File: src/apfs_pkg.sv
package apfs_pkg;
	// Timebase
	localparam int unsigned CLK_HZ = 20_000_000;
	localparam int unsigned CLK_NS = 50;
	// Fault restart times in ms, as printed
	localparam int unsigned RELEASE_MS = 50;
	localparam int unsigned MUTE_MS = 100;
	localparam int unsigned RESUME_MS = 150;
	localparam int unsigned SUPPLY_RESTART_MS = 100;
	localparam int unsigned SETTLE_MS = 150;
	// Derived cycle counts
	localparam int unsigned CYC_PER_MS = CLK_HZ / 1000;
	localparam int unsigned RELEASE_CYC = RELEASE_MS * CYC_PER_MS;
	localparam int unsigned MUTE_CYC = MUTE_MS * CYC_PER_MS;
	localparam int unsigned RESUME_CYC = RESUME_MS * CYC_PER_MS;
	localparam int unsigned SUPPLY_RESTART_CYC = SUPPLY_RESTART_MS * CYC_PER_MS;
	localparam int unsigned SETTLE_CYC = SETTLE_MS * CYC_PER_MS;
	// Overcurrent persistence before shutdown, in cycles
	localparam int unsigned CLIP_PERSIST_CYC = 200;
	// Thermal gain reduction and shutdown levels, degrees C
	localparam int unsigned FOLD_START_C = 145;
	localparam int unsigned FOLD_MUTE_C = 155;
	localparam int unsigned SHUTDOWN_C = 160;
	// Widths
	localparam int unsigned TEMP_W = 8;
	localparam int unsigned GAIN_W = 4;
	localparam int unsigned CNT_W = 24;
	localparam logic [GAIN_W-1:0] GAIN_FULL = 4'hf;
	localparam logic [GAIN_W-1:0] GAIN_ZERO = 4'h0;
	localparam int unsigned SENSE_N = 7;

	// Pin level mode selection
	typedef enum logic [1:0] {APFS_STANDBY, APFS_MUTE, APFS_OPERATE} apfs_mode_e;

	// Comparator style sense inputs
	typedef struct packed {
		logic current_limit;
		logic load_short;
		logic rail_short;
		logic supply_low;
		logic supply_high;
		logic supply_imbalance;
		logic over_temp;
	} apfs_sense_s;

	// Power stage command bundle
	typedef struct packed {
		logic stage_enable;
		logic stage_mute;
		logic [GAIN_W-1:0] gain;
		logic fault_indicator_low;
	} apfs_stage_s;
endpackage

File: src/apfs_sync.sv
`timescale 1ns/10ps
// Two-stage synchroniser for a bundle of pin levels
module apfs_sync
	import apfs_pkg::*;
#(
	parameter int unsigned W = 1
)
(
	// Clock and reset
	input wire logic sys_clk,
	input wire logic rst_n,
	// Levels
	input wire logic [W-1:0] async_in,
	output logic [W-1:0] sync_out
);
	typedef struct packed {
		logic [W-1:0] meta;
		logic [W-1:0] stable;
	} apfs_sync_s;
	apfs_sync_s st_q;
	apfs_sync_s st_d;

	// First stage read only by the second
	always_comb
	begin
		st_d.meta = async_in;
		st_d.stable = st_q.meta;
	end

	always_ff @(posedge sys_clk or negedge rst_n)
	begin
		if (!rst_n)
			st_q <= '0;
		else
			st_q <= st_d;
	end

	assign sync_out = st_q.stable;
endmodule // apfs_sync

File: src/apfs_fold.sv
`timescale 1ns/10ps
// Thermal gain reduction: linear ramp between the two temperature levels
module apfs_fold
	import apfs_pkg::*;
(
	// Clock and reset
	input wire logic sys_clk,
	input wire logic rst_n,
	// Temperature
	input wire logic [TEMP_W-1:0] temp_c,
	// Gain
	output logic [GAIN_W-1:0] gain
);
	typedef struct packed {
		logic [GAIN_W-1:0] gain;
	} apfs_fold_s;
	apfs_fold_s st_q;
	apfs_fold_s st_d;

	// Gain steps down each degree above the start level
	always_comb
	begin
		st_d = st_q;
		if (temp_c <= TEMP_W'(FOLD_START_C))
			st_d.gain = GAIN_FULL;
		else if (temp_c >= TEMP_W'(FOLD_MUTE_C))
			st_d.gain = GAIN_ZERO;
		else
			st_d.gain = GAIN_W'(TEMP_W'(FOLD_MUTE_C) - temp_c);
	end

	always_ff @(posedge sys_clk or negedge rst_n)
	begin
		if (!rst_n)
			st_q <= '{gain: GAIN_FULL};
		else
			st_q <= st_d;
	end

	assign gain = st_q.gain;
endmodule // apfs_fold

File: src/apfs_sequencer.sv
`timescale 1ns/10ps
// What this block does
// - Gain folds from 145 C, muted at 155
// - Above 160 C disable stage at once, except during overcurrent wait
// - Current limiting keeps switching, no shutdown
// - Persistent limiting triggers overcurrent shutdown
// - Load short: off, retry every 150 ms
// - Indicator release 50, mute 100, run 150
// - Rail short: check at 100, hold low
// - Standby to mute checks outputs for shorts
// - Low supply: off, restart 100 ms after
// - High supply: off, re-enable immediately
// - Imbalance: off, restart after 100 ms
// - Indicator low only for overcurrent, output check
// - Load short toggles indicator, rail short steady
// - Over-temperature restarts directly, no timer
// - Mute switches at half duty; standby off, except 100 to 150 ms into an overcurrent wait
// - Hold mute 150 ms before operating
module apfs_sequencer
	import apfs_pkg::*;
#(
	// Timebase, cycles in one millisecond
	parameter int unsigned MS_CYC = CYC_PER_MS
)
(
	// Clock and reset
	input wire logic sys_clk,
	input wire logic rst_n,
	// Pin levels from sensors and mode pin
	input wire logic [1:0] mode_pin,
	input wire apfs_sense_s sense_pin,
	input wire logic [TEMP_W-1:0] temp_c,
	// Power stage commands
	output logic stage_enable,
	output logic stage_mute,
	output logic [GAIN_W-1:0] stage_gain,
	// Fault indicator pin, open drain
	output logic fault_indicator_pin_o,
	output logic fault_indicator_pin_oe
);
	typedef enum logic [2:0] {
		S_OFF, S_CHECK, S_SETTLE, S_RUN, S_OC_WAIT, S_RAIL_HOLD, S_SUPPLY_WAIT
	} apfs_state_e;

	typedef struct packed {
		apfs_state_e state;
		logic [CNT_W-1:0] cnt;
		logic [CNT_W-1:0] clip_cnt;
		logic indicator_low;
		logic enable;
		logic mute;
		logic [GAIN_W-1:0] gain;
	} apfs_seq_s;

	apfs_seq_s st_q;
	apfs_seq_s st_d;
	apfs_sense_s sense;
	logic [1:0] mode_s;
	logic [GAIN_W-1:0] fold_gain;
	apfs_mode_e mode;
	logic over_temp;
	logic restart_fault;

	// Synchronise pin levels
	apfs_sync #(.W(SENSE_N + 2)) u_sync (
		.sys_clk(sys_clk),
		.rst_n(rst_n),
		.async_in({sense_pin, mode_pin}),
		.sync_out({sense, mode_s})
	);

	// Thermal gain reduction
	apfs_fold u_fold (
		.sys_clk(sys_clk),
		.rst_n(rst_n),
		.temp_c(temp_c),
		.gain(fold_gain)
	);

	// Decode mode levels
	function automatic apfs_mode_e decode_mode(input logic [1:0] m);
		case (m)
			2'h1: decode_mode = APFS_MUTE;
			2'h2, 2'h3: decode_mode = APFS_OPERATE;
			default: decode_mode = APFS_STANDBY;
		endcase
	endfunction

	// Millisecond span in cycles of this timebase
	function automatic logic [CNT_W-1:0] ms_cnt(input int unsigned cyc);
		ms_cnt = CNT_W'(cyc / CYC_PER_MS * MS_CYC);
	endfunction

	// Fault summaries
	assign mode = decode_mode(mode_s);
	assign over_temp = sense.over_temp || (temp_c > TEMP_W'(SHUTDOWN_C));
	assign restart_fault = sense.supply_low || sense.supply_imbalance;

	// Sequencer next state
	always_comb
	begin
		st_d = st_q;
		st_d.gain = fold_gain;
		if (st_q.cnt != '0)
			st_d.cnt = st_q.cnt - CNT_W'(1);
		// Persistent limiting while running
		if (st_q.state == S_RUN && sense.current_limit)
			st_d.clip_cnt = st_q.clip_cnt + CNT_W'(1);
		else
			st_d.clip_cnt = '0;
		case (st_q.state)
			S_OFF:
			begin
				st_d.enable = 1'b0;
				st_d.mute = 1'b1;
				st_d.indicator_low = 1'b0;
				if (mode != APFS_STANDBY)
					st_d.state = S_CHECK;
			end
			S_CHECK:
			begin
				// Output check before stages come up
				st_d.enable = 1'b0;
				if (mode == APFS_STANDBY)
					st_d.state = S_OFF;
				else if (sense.rail_short)
				begin
					st_d.indicator_low = 1'b1;
					st_d.state = S_RAIL_HOLD;
				end
				else if (restart_fault || sense.supply_high || over_temp)
				begin
					// Timer only for supply low or imbalance
					st_d.cnt = restart_fault ? ms_cnt(SUPPLY_RESTART_CYC) : '0;
					st_d.state = S_SUPPLY_WAIT;
				end
				else
				begin
					st_d.indicator_low = 1'b0;
					st_d.enable = 1'b1;
					st_d.mute = 1'b1;
					st_d.cnt = ms_cnt(SETTLE_CYC);
					st_d.state = S_SETTLE;
				end
			end
			S_SETTLE, S_RUN:
			begin
				if (mode == APFS_STANDBY)
				begin
					st_d.enable = 1'b0;
					st_d.state = S_OFF;
				end
				else if (over_temp || sense.supply_high)
				begin
					st_d.enable = 1'b0;
					st_d.cnt = '0;
					st_d.state = S_SUPPLY_WAIT;
				end
				else if (restart_fault)
				begin
					st_d.enable = 1'b0;
					st_d.cnt = ms_cnt(SUPPLY_RESTART_CYC);
					st_d.state = S_SUPPLY_WAIT;
				end
				else if (st_q.state == S_RUN && st_q.clip_cnt >= CNT_W'(CLIP_PERSIST_CYC))
				begin
					st_d.enable = 1'b0;
					st_d.mute = 1'b1;
					st_d.indicator_low = 1'b1;
					st_d.cnt = ms_cnt(RESUME_CYC);
					st_d.state = S_OC_WAIT;
				end
				else if (st_q.state == S_SETTLE)
				begin
					if (st_q.cnt == '0)
					begin
						st_d.mute = (mode == APFS_MUTE);
						st_d.state = S_RUN;
					end
				end
				else
					st_d.mute = (mode == APFS_MUTE);
			end
			S_OC_WAIT:
			begin
				// Release at 50, mute at 100, resume at 150
				if (st_q.cnt == ms_cnt(RESUME_CYC - RELEASE_CYC))
					st_d.indicator_low = 1'b0;
				if (st_q.cnt == ms_cnt(RESUME_CYC - MUTE_CYC))
				begin
					// Output check before the stage returns to mute
					if (sense.rail_short)
					begin
						st_d.indicator_low = 1'b1;
						st_d.state = S_RAIL_HOLD;
					end
					else
					begin
						st_d.enable = 1'b1;
						st_d.mute = 1'b1;
					end
				end
				else if (st_q.cnt == '0)
				begin
					st_d.enable = (mode != APFS_STANDBY);
					st_d.mute = (mode != APFS_OPERATE);
					st_d.state = (mode == APFS_STANDBY) ? S_OFF : S_RUN;
				end
			end
			S_RAIL_HOLD:
			begin
				// Stay off and low until the rail short goes
				st_d.enable = 1'b0;
				st_d.indicator_low = 1'b1;
				if (!sense.rail_short)
				begin
					st_d.indicator_low = 1'b0;
					st_d.state = S_CHECK;
				end
			end
			S_SUPPLY_WAIT:
			begin
				// Off until every fault clears, longest delay wins
				st_d.enable = 1'b0;
				st_d.indicator_low = 1'b0;
				if (restart_fault)
					st_d.cnt = ms_cnt(SUPPLY_RESTART_CYC);
				else if (!over_temp && !sense.supply_high && st_q.cnt == '0)
					st_d.state = S_CHECK;
			end
			default: st_d.state = S_OFF;
		endcase
	end

	always_ff @(posedge sys_clk or negedge rst_n)
	begin
		if (!rst_n)
		begin
			st_q.state <= S_OFF;
			st_q.cnt <= '0;
			st_q.clip_cnt <= '0;
			st_q.indicator_low <= 1'b0;
			st_q.enable <= 1'b0;
			st_q.mute <= 1'b1;
			st_q.gain <= GAIN_FULL;
		end
		else
			st_q <= st_d;
	end

	// Outputs straight from flip-flops, indicator data pin tied low
	assign stage_enable = st_q.enable;
	assign stage_mute = st_q.mute;
	assign stage_gain = st_q.gain;
	assign fault_indicator_pin_o = 1'b0;
	assign fault_indicator_pin_oe = st_q.indicator_low;
endmodule // apfs_sequencer

File: config.mk
export PLATFORM = sky130hd
export DESIGN_NAME = apfs_sequencer
export DESIGN_NICKNAME = d
export VERILOG_FILES = /design/src/apfs_pkg.sv /design/src/apfs_sync.sv /design/src/apfs_fold.sv /design/src/apfs_sequencer.sv
export SDC_FILE = /design/constraint.sdc
export NUM_CORES = 1
export LEC_CHECK = 0
export BUFFER_PORTS_ARGS = -buffer_cell sky130_fd_sc_hd__buf_2
export CAP_MARGIN = 20
export CORE_MARGIN = 1
export CORE_UTILIZATION = 55
export CTS_CLUSTER_SIZE = 25
export DETAILED_ROUTE_END_ITERATION = 12
export GPL_TIMING_DRIVEN = 0
export PLACE_DENSITY = 0.85
export SLEW_MARGIN = 20
export SYNTH_ARGS = -nofsm -noshare
export SYNTH_HDL_FRONTEND = slang
export SYNTH_HIERARCHICAL = 1
export SYNTH_SLANG_ARGS = --single-unit
export TNS_END_PERCENT = 20
File: constraint.sdc
create_clock -name sys_clk -period 2.2 [get_ports sys_clk]
set_input_delay 0.22 -clock sys_clk [delete_from_list [all_inputs] [get_ports sys_clk]]
set_output_delay 0.22 -clock sys_clk [all_outputs]
set_load 0.05 [all_outputs]
# After elaboration in Yosys (flattened, before gate mapping)
# Index checks and enable logic that the tools add are counted.
[op_classes] addsub=3 order_cmp=4 n_eq_ne=32 n_mux=56 n_reduce_logical=25
[ops] operator="2-to-1 mux 24 bit" count=7
[ops] operator="2-to-1 mux 27 bit" count=3
[ops] operator="case mux 24 bit (3 select lines)" count=1
[ops] operator="2-to-1 mux 3 bit" count=15
[ops] operator="adder 24 x 1 -> 24 bit, second input constant" count=1
[ops] operator="equality test 24 x 20 -> 1 bit, second input constant" count=1
[ops] operator="equality test 24 x 21 -> 1 bit, second input constant" count=1
[ops] operator=">= comparator 24 x 8 -> 1 bit, second input constant" count=1
[ops] operator="logical NOT 24 bit" count=1
[ops] operator="!= test 2 bit, second input constant" count=12
[ops] operator="nonzero test 24 bit" count=1
[ops] operator="subtractor 24 x 1 -> 24 bit, second input constant" count=1
[ops] operator="2-to-1 mux 21 bit" count=1
[ops] operator="case mux 3 bit (6 select lines)" count=1
[ops] operator="2-to-1 mux 1 bit" count=17
[ops] operator="2-to-1 mux 2 bit" count=6
[ops] operator="!= test 6 bit, second input constant" count=2
[ops] operator="case mux 2 bit (5 select lines)" count=1
[ops] operator="AND reduction 10 bit" count=1
[ops] operator="equality test 3 bit, second input constant" count=3
[ops] operator=">= comparator 8 bit, second input constant" count=1
[ops] operator="> comparator 8 bit, second input constant" count=1
[ops] operator="<= comparator 8 bit, second input constant" count=1
[ops] operator="2-to-1 mux 4 bit" count=2
[ops] operator="23 further kinds" count=38
[word_totals] ff_bits=80 in_bits=19 output_inout_bits=8 wordCells=130

# Depth between registers and ports, before layout
[depth] depth_word=11 depth_mapped=9 mapped_depth_nobuf=8

# Hierarchy
# The synthesis kept the hierarchy.
[by_module_without_submodules] module="apfs_sequencer" n_inst=1 cells_per_inst=392 area_per_inst_um2=3494.6 seq_area_each_um2=1457.6
[by_module_without_submodules] module="apfs_sync" n_inst=1 cells_per_inst=18 area_per_inst_um2=450.4 seq_area_each_um2=450.4
[by_module_without_submodules] module="apfs_fold" n_inst=1 cells_per_inst=22 area_per_inst_um2=232.7 seq_area_each_um2=105.1

# Worst setup path before layout
# OpenSTA, ideal clock, no wires.
[synth_path] kind="register to register" start="register st_q[41] (netlist bit)" end="register st_q[55] (netlist bit)" setup_ns=0.125 arrival_time_ns=2.184 required_ns=2.075 setup_slack_ns=-0.110 path_stages_with_launch=8 n_path_buf=1 period_less_slack_ns=2.310 path_cell_list="dfrtp_1 or4_4 nor4_2 nand4bb_1 buf_4 o221ai_4 o221a_4 mux2_4"
[synth_between] elab_chain_len=4 word_cells_on_any_way=10 classes_between="5 x eq/ne; 2 x mux; 3 x reduce/logical"
[synth_rtl] element="from (decl)" line_no="apfs_sequencer.sv:55" text="apfs_seq_s st_q;"
[synth_rtl] element="from (signal assigned)" line_no="apfs_sequencer.sv:248" text="st_q <= st_d;"
[synth_rtl] element="logical NOT 24 bit" line_no="apfs_sequencer.sv:175, apfs_sequencer.sv:203, apfs_sequencer.sv:228"
[synth_rtl] element="logical AND 1 bit" line_no="apfs_sequencer.sv:228" text="else if (!over_temp && !sense.supply_high && st_q.cnt == '0)"
[synth_rtl] element="!= test 2 bit (no source line)"
[synth_rtl] element="AND reduction 8 bit (no source line)"
# Parallel ways exist; a longest one is shown, timed or not.
# A chain may end at the register's enable or synchronous reset.

# Worst setup path in the final report
[layout_path] start="register st_q[35] (netlist bit)" end="register st_q[55] (netlist bit)"
# Same word-level chain as after synthesis.

==> impl_metrics.env <==
export IMPL_fin_nets=509
export IMPL_insertedDiodeCount=0
export IMPL_grt_max_degree=54
export IMPL_cts_root_buf="clkbuf_8"
export IMPL_grt_pass1_wl_um=15260
export IMPL_drive_gt1_share_pct=22.90
export IMPL_grt_usage_pct=25.62
export IMPL_max_cap_viol_count=0
export IMPL_fin_area_um2=4951
export IMPL_yosysWarnings=6
export IMPL_clock_sinks=78
export IMPL_crit_path_cell_trace="or3_4, or2_4, nand4bb_1, buf_6, o221ai_4, o221a_4, mux2_4"
export IMPL_antenna_left=0
export IMPL_drc=0
export IMPL_crit_fanout=6
export IMPL_viasPerCell=5.937
export IMPL_hp_class="input port to register"
export IMPL_wirelength_um=9374
export IMPL_drt_wirelength_per_cell_um=15.94
export IMPL_cts_buffers=9
export IMPL_tightest_slew_ns=0.5683
export IMPL_clockBufferDepth=2
export IMPL_p_leak_nw=2.063
export IMPL_syn_area_um2=4128
export IMPL_post_place_cells=554
export IMPL_clkTransAtPathRegs_ns=0.08
export IMPL_cts_tree="done"
export IMPL_io_buffers=24
export IMPL_die_w_um=88.63
export IMPL_die_area_um2=7855
export IMPL_crit_slowest_cell="or3_4"
export IMPL_vias=3491
export IMPL_multiInputGateArea_um2=2163
export IMPL_critPathBufInv=1
export IMPL_worstSetupEndpointType="register"
export IMPL_max_stage_delay_ns=0.45
export IMPL_first_global_vias=3263
export IMPL_clock_latency_ns=0.35
export IMPL_dp_hpwl_um=6251
export IMPL_rsz0062_at_grt="yes"
export IMPL_critPathKind="register to register"
export IMPL_ir_drop_mv=0.5831
export IMPL_max_freq_mhz=421.5
export IMPL_required_ns=2.44
export IMPL_ff_latch_area_um2=1972
export IMPL_min_period_over_period_pct=107.8
export IMPL_die_height_um=88.63
export IMPL_syn_to_final_growth_pct=19.95
export IMPL_maxSlewViolCount=0
export IMPL_cp_arrival_ns=2.62
export IMPL_final_core_util_pct=68.26
export IMPL_cp_start_kind="register"
export IMPL_core_area_um2=7253
export IMPL_p_total_w=0.005474
export IMPL_finalSetupViolations=4
export IMPL_ios=27
export IMPL_fin_skew_ns=0.007771
export IMPL_slew_headroom_pct=61.97
export IMPL_status="complete, but fails checks"
export IMPL_syn_num_nets=455
export IMPL_placed_area_um2=4409
export IMPL_rows=31
export IMPL_setup_slack_ns=-0.1726
export IMPL_fill_cells=553
export IMPL_drt_initial_drc_count=361
export IMPL_drt_first_pass_iters=5
export IMPL_fin_cells=588
export IMPL_final_hold_viol_count=0
export IMPL_power_density_nw_per_um2=1106
export IMPL_violations="negative setup slack"
export IMPL_initial_core_util_pct=56.91
export IMPL_htreeDepth=3
export IMPL_syn_area_per_cell_um2=9.599
export IMPL_cp_top_family="simple AND/OR/NAND/NOR gates"
export IMPL_grt_overflow=0
export IMPL_layout_min_cycle_time_ns=2.373
export IMPL_gp_congestion=0.9296
export IMPL_synth_cells=430
export IMPL_antenna_found_initial=0
==> registers in the layout (all words and copies together) (netlist names) <==
register,flops
st_q,51
u_sync/st_d,8
stage_gain,4
fault_indicator_pin_oe,1
u_fold/gain,4
stage_mute,1
stage_enable,1
u_sync/sync_out,8
==> worst reg2reg max path: stages, from the launching register on <==
cell and delay [ns]:
dfrtp_1 0.41, or3_4 0.45, or2_4 0.28, nand4bb_1 0.22, buf_6 0.18, o221ai_4 0.19
o221a_4 0.25, mux2_4 0.30
==> through the flow <==
step | hold slack (ns) | setup WS, ns | setup TNS, ns
6_report | 0.08599 | -0.1726 | -0.4064
5_1_grt | 0.09143 | -0.2042 | -1.316
4_1_cts | 0.06962 | -0.1502 | -0.4146
3_5_place_dp | 0.1628 | -0.4401 | -2.504
3_3_place_gp | 0.3274 | -0.3729 | -1.565
2_1_floorplan | -0.07559 | -0.03228 | -0.06457
==> per-layer routing <==
metal | GRT usage (%) | vias up | wire, µm
met5 | 0 | - | 0
met4 | 9.971 | 0 | 216
met3 | 5.690 | 29 | 586
met2 | 40.14 | 128 | 4483
met1 | 34.85 | 1690 | 4088
li1 | - | 1644 | -
==> cell usage in the layout, fill, tap and decap left out, types with 5 or more instances in the layout <==
master	instances
nand3_1	17
a31oi_1	7
nor2_1	57
dfrtp_1	62
o21ai_0	22
dlygate4sd3_1	9
clkbuf_8	10
buf_4	15
nand2_1	28
inv_1	12
ha_1	5
nor4_1	10
nor3_1	10
dfstp_2	9
xnor2_1	17
a21oi_1	12
buf_2	24
or3_1	6
clkbuf_1	13
dfrtp_2	7
nor2b_1	6
xor2_1	22
nand4_1	10
==> final timing paths <==
kind,from,endpoint,slack [ns],cells after the start
max in group asynchronous,rst_n,stage_gain[1],1.27,3
max,st_q[35],st_q[55],-0.17,7
max reg2reg,st_q[35],st_q[55],-0.17,7
min reg2reg,u_sync/st_d[1],u_sync/sync_out[1],0.35,0
min in group asynchronous,rst_n,st_q[42],0.32,2
min,temp_c[7],u_fold/gain[1],0.09,2
==> cell type report <==
type / instances / area share (%)
tap: 99 / 2.502
sequential: 78 / 39.83
inverter: 12 / 0.9098
clock inverter: 5 / 1.668
timing repair buffer: 43 / 6.293
buffer: 21 / 2.249
clock buffer: 11 / 2.856
multi-input combinational: 319 / 43.69
==> power by group <==
part / internal [W] / switching (W)
combinational: 0.000966 / 0.00131
sequential: 0.00171 / 0.000293
clock: 0.000672 / 0.000526
==> timing repair <==
action / CTS / global route
hold buffers: 9 / 0
setup buffers: 7 / 2
gates resized for setup: 20 / 22
cloned: 0 / 0
setup endpoints to repair: 21 / 47
pin swaps: 6 / 6
endpoints found under the hold margin: 32 / 0
No activity file was read; power rests on OpenSTA's default activity.
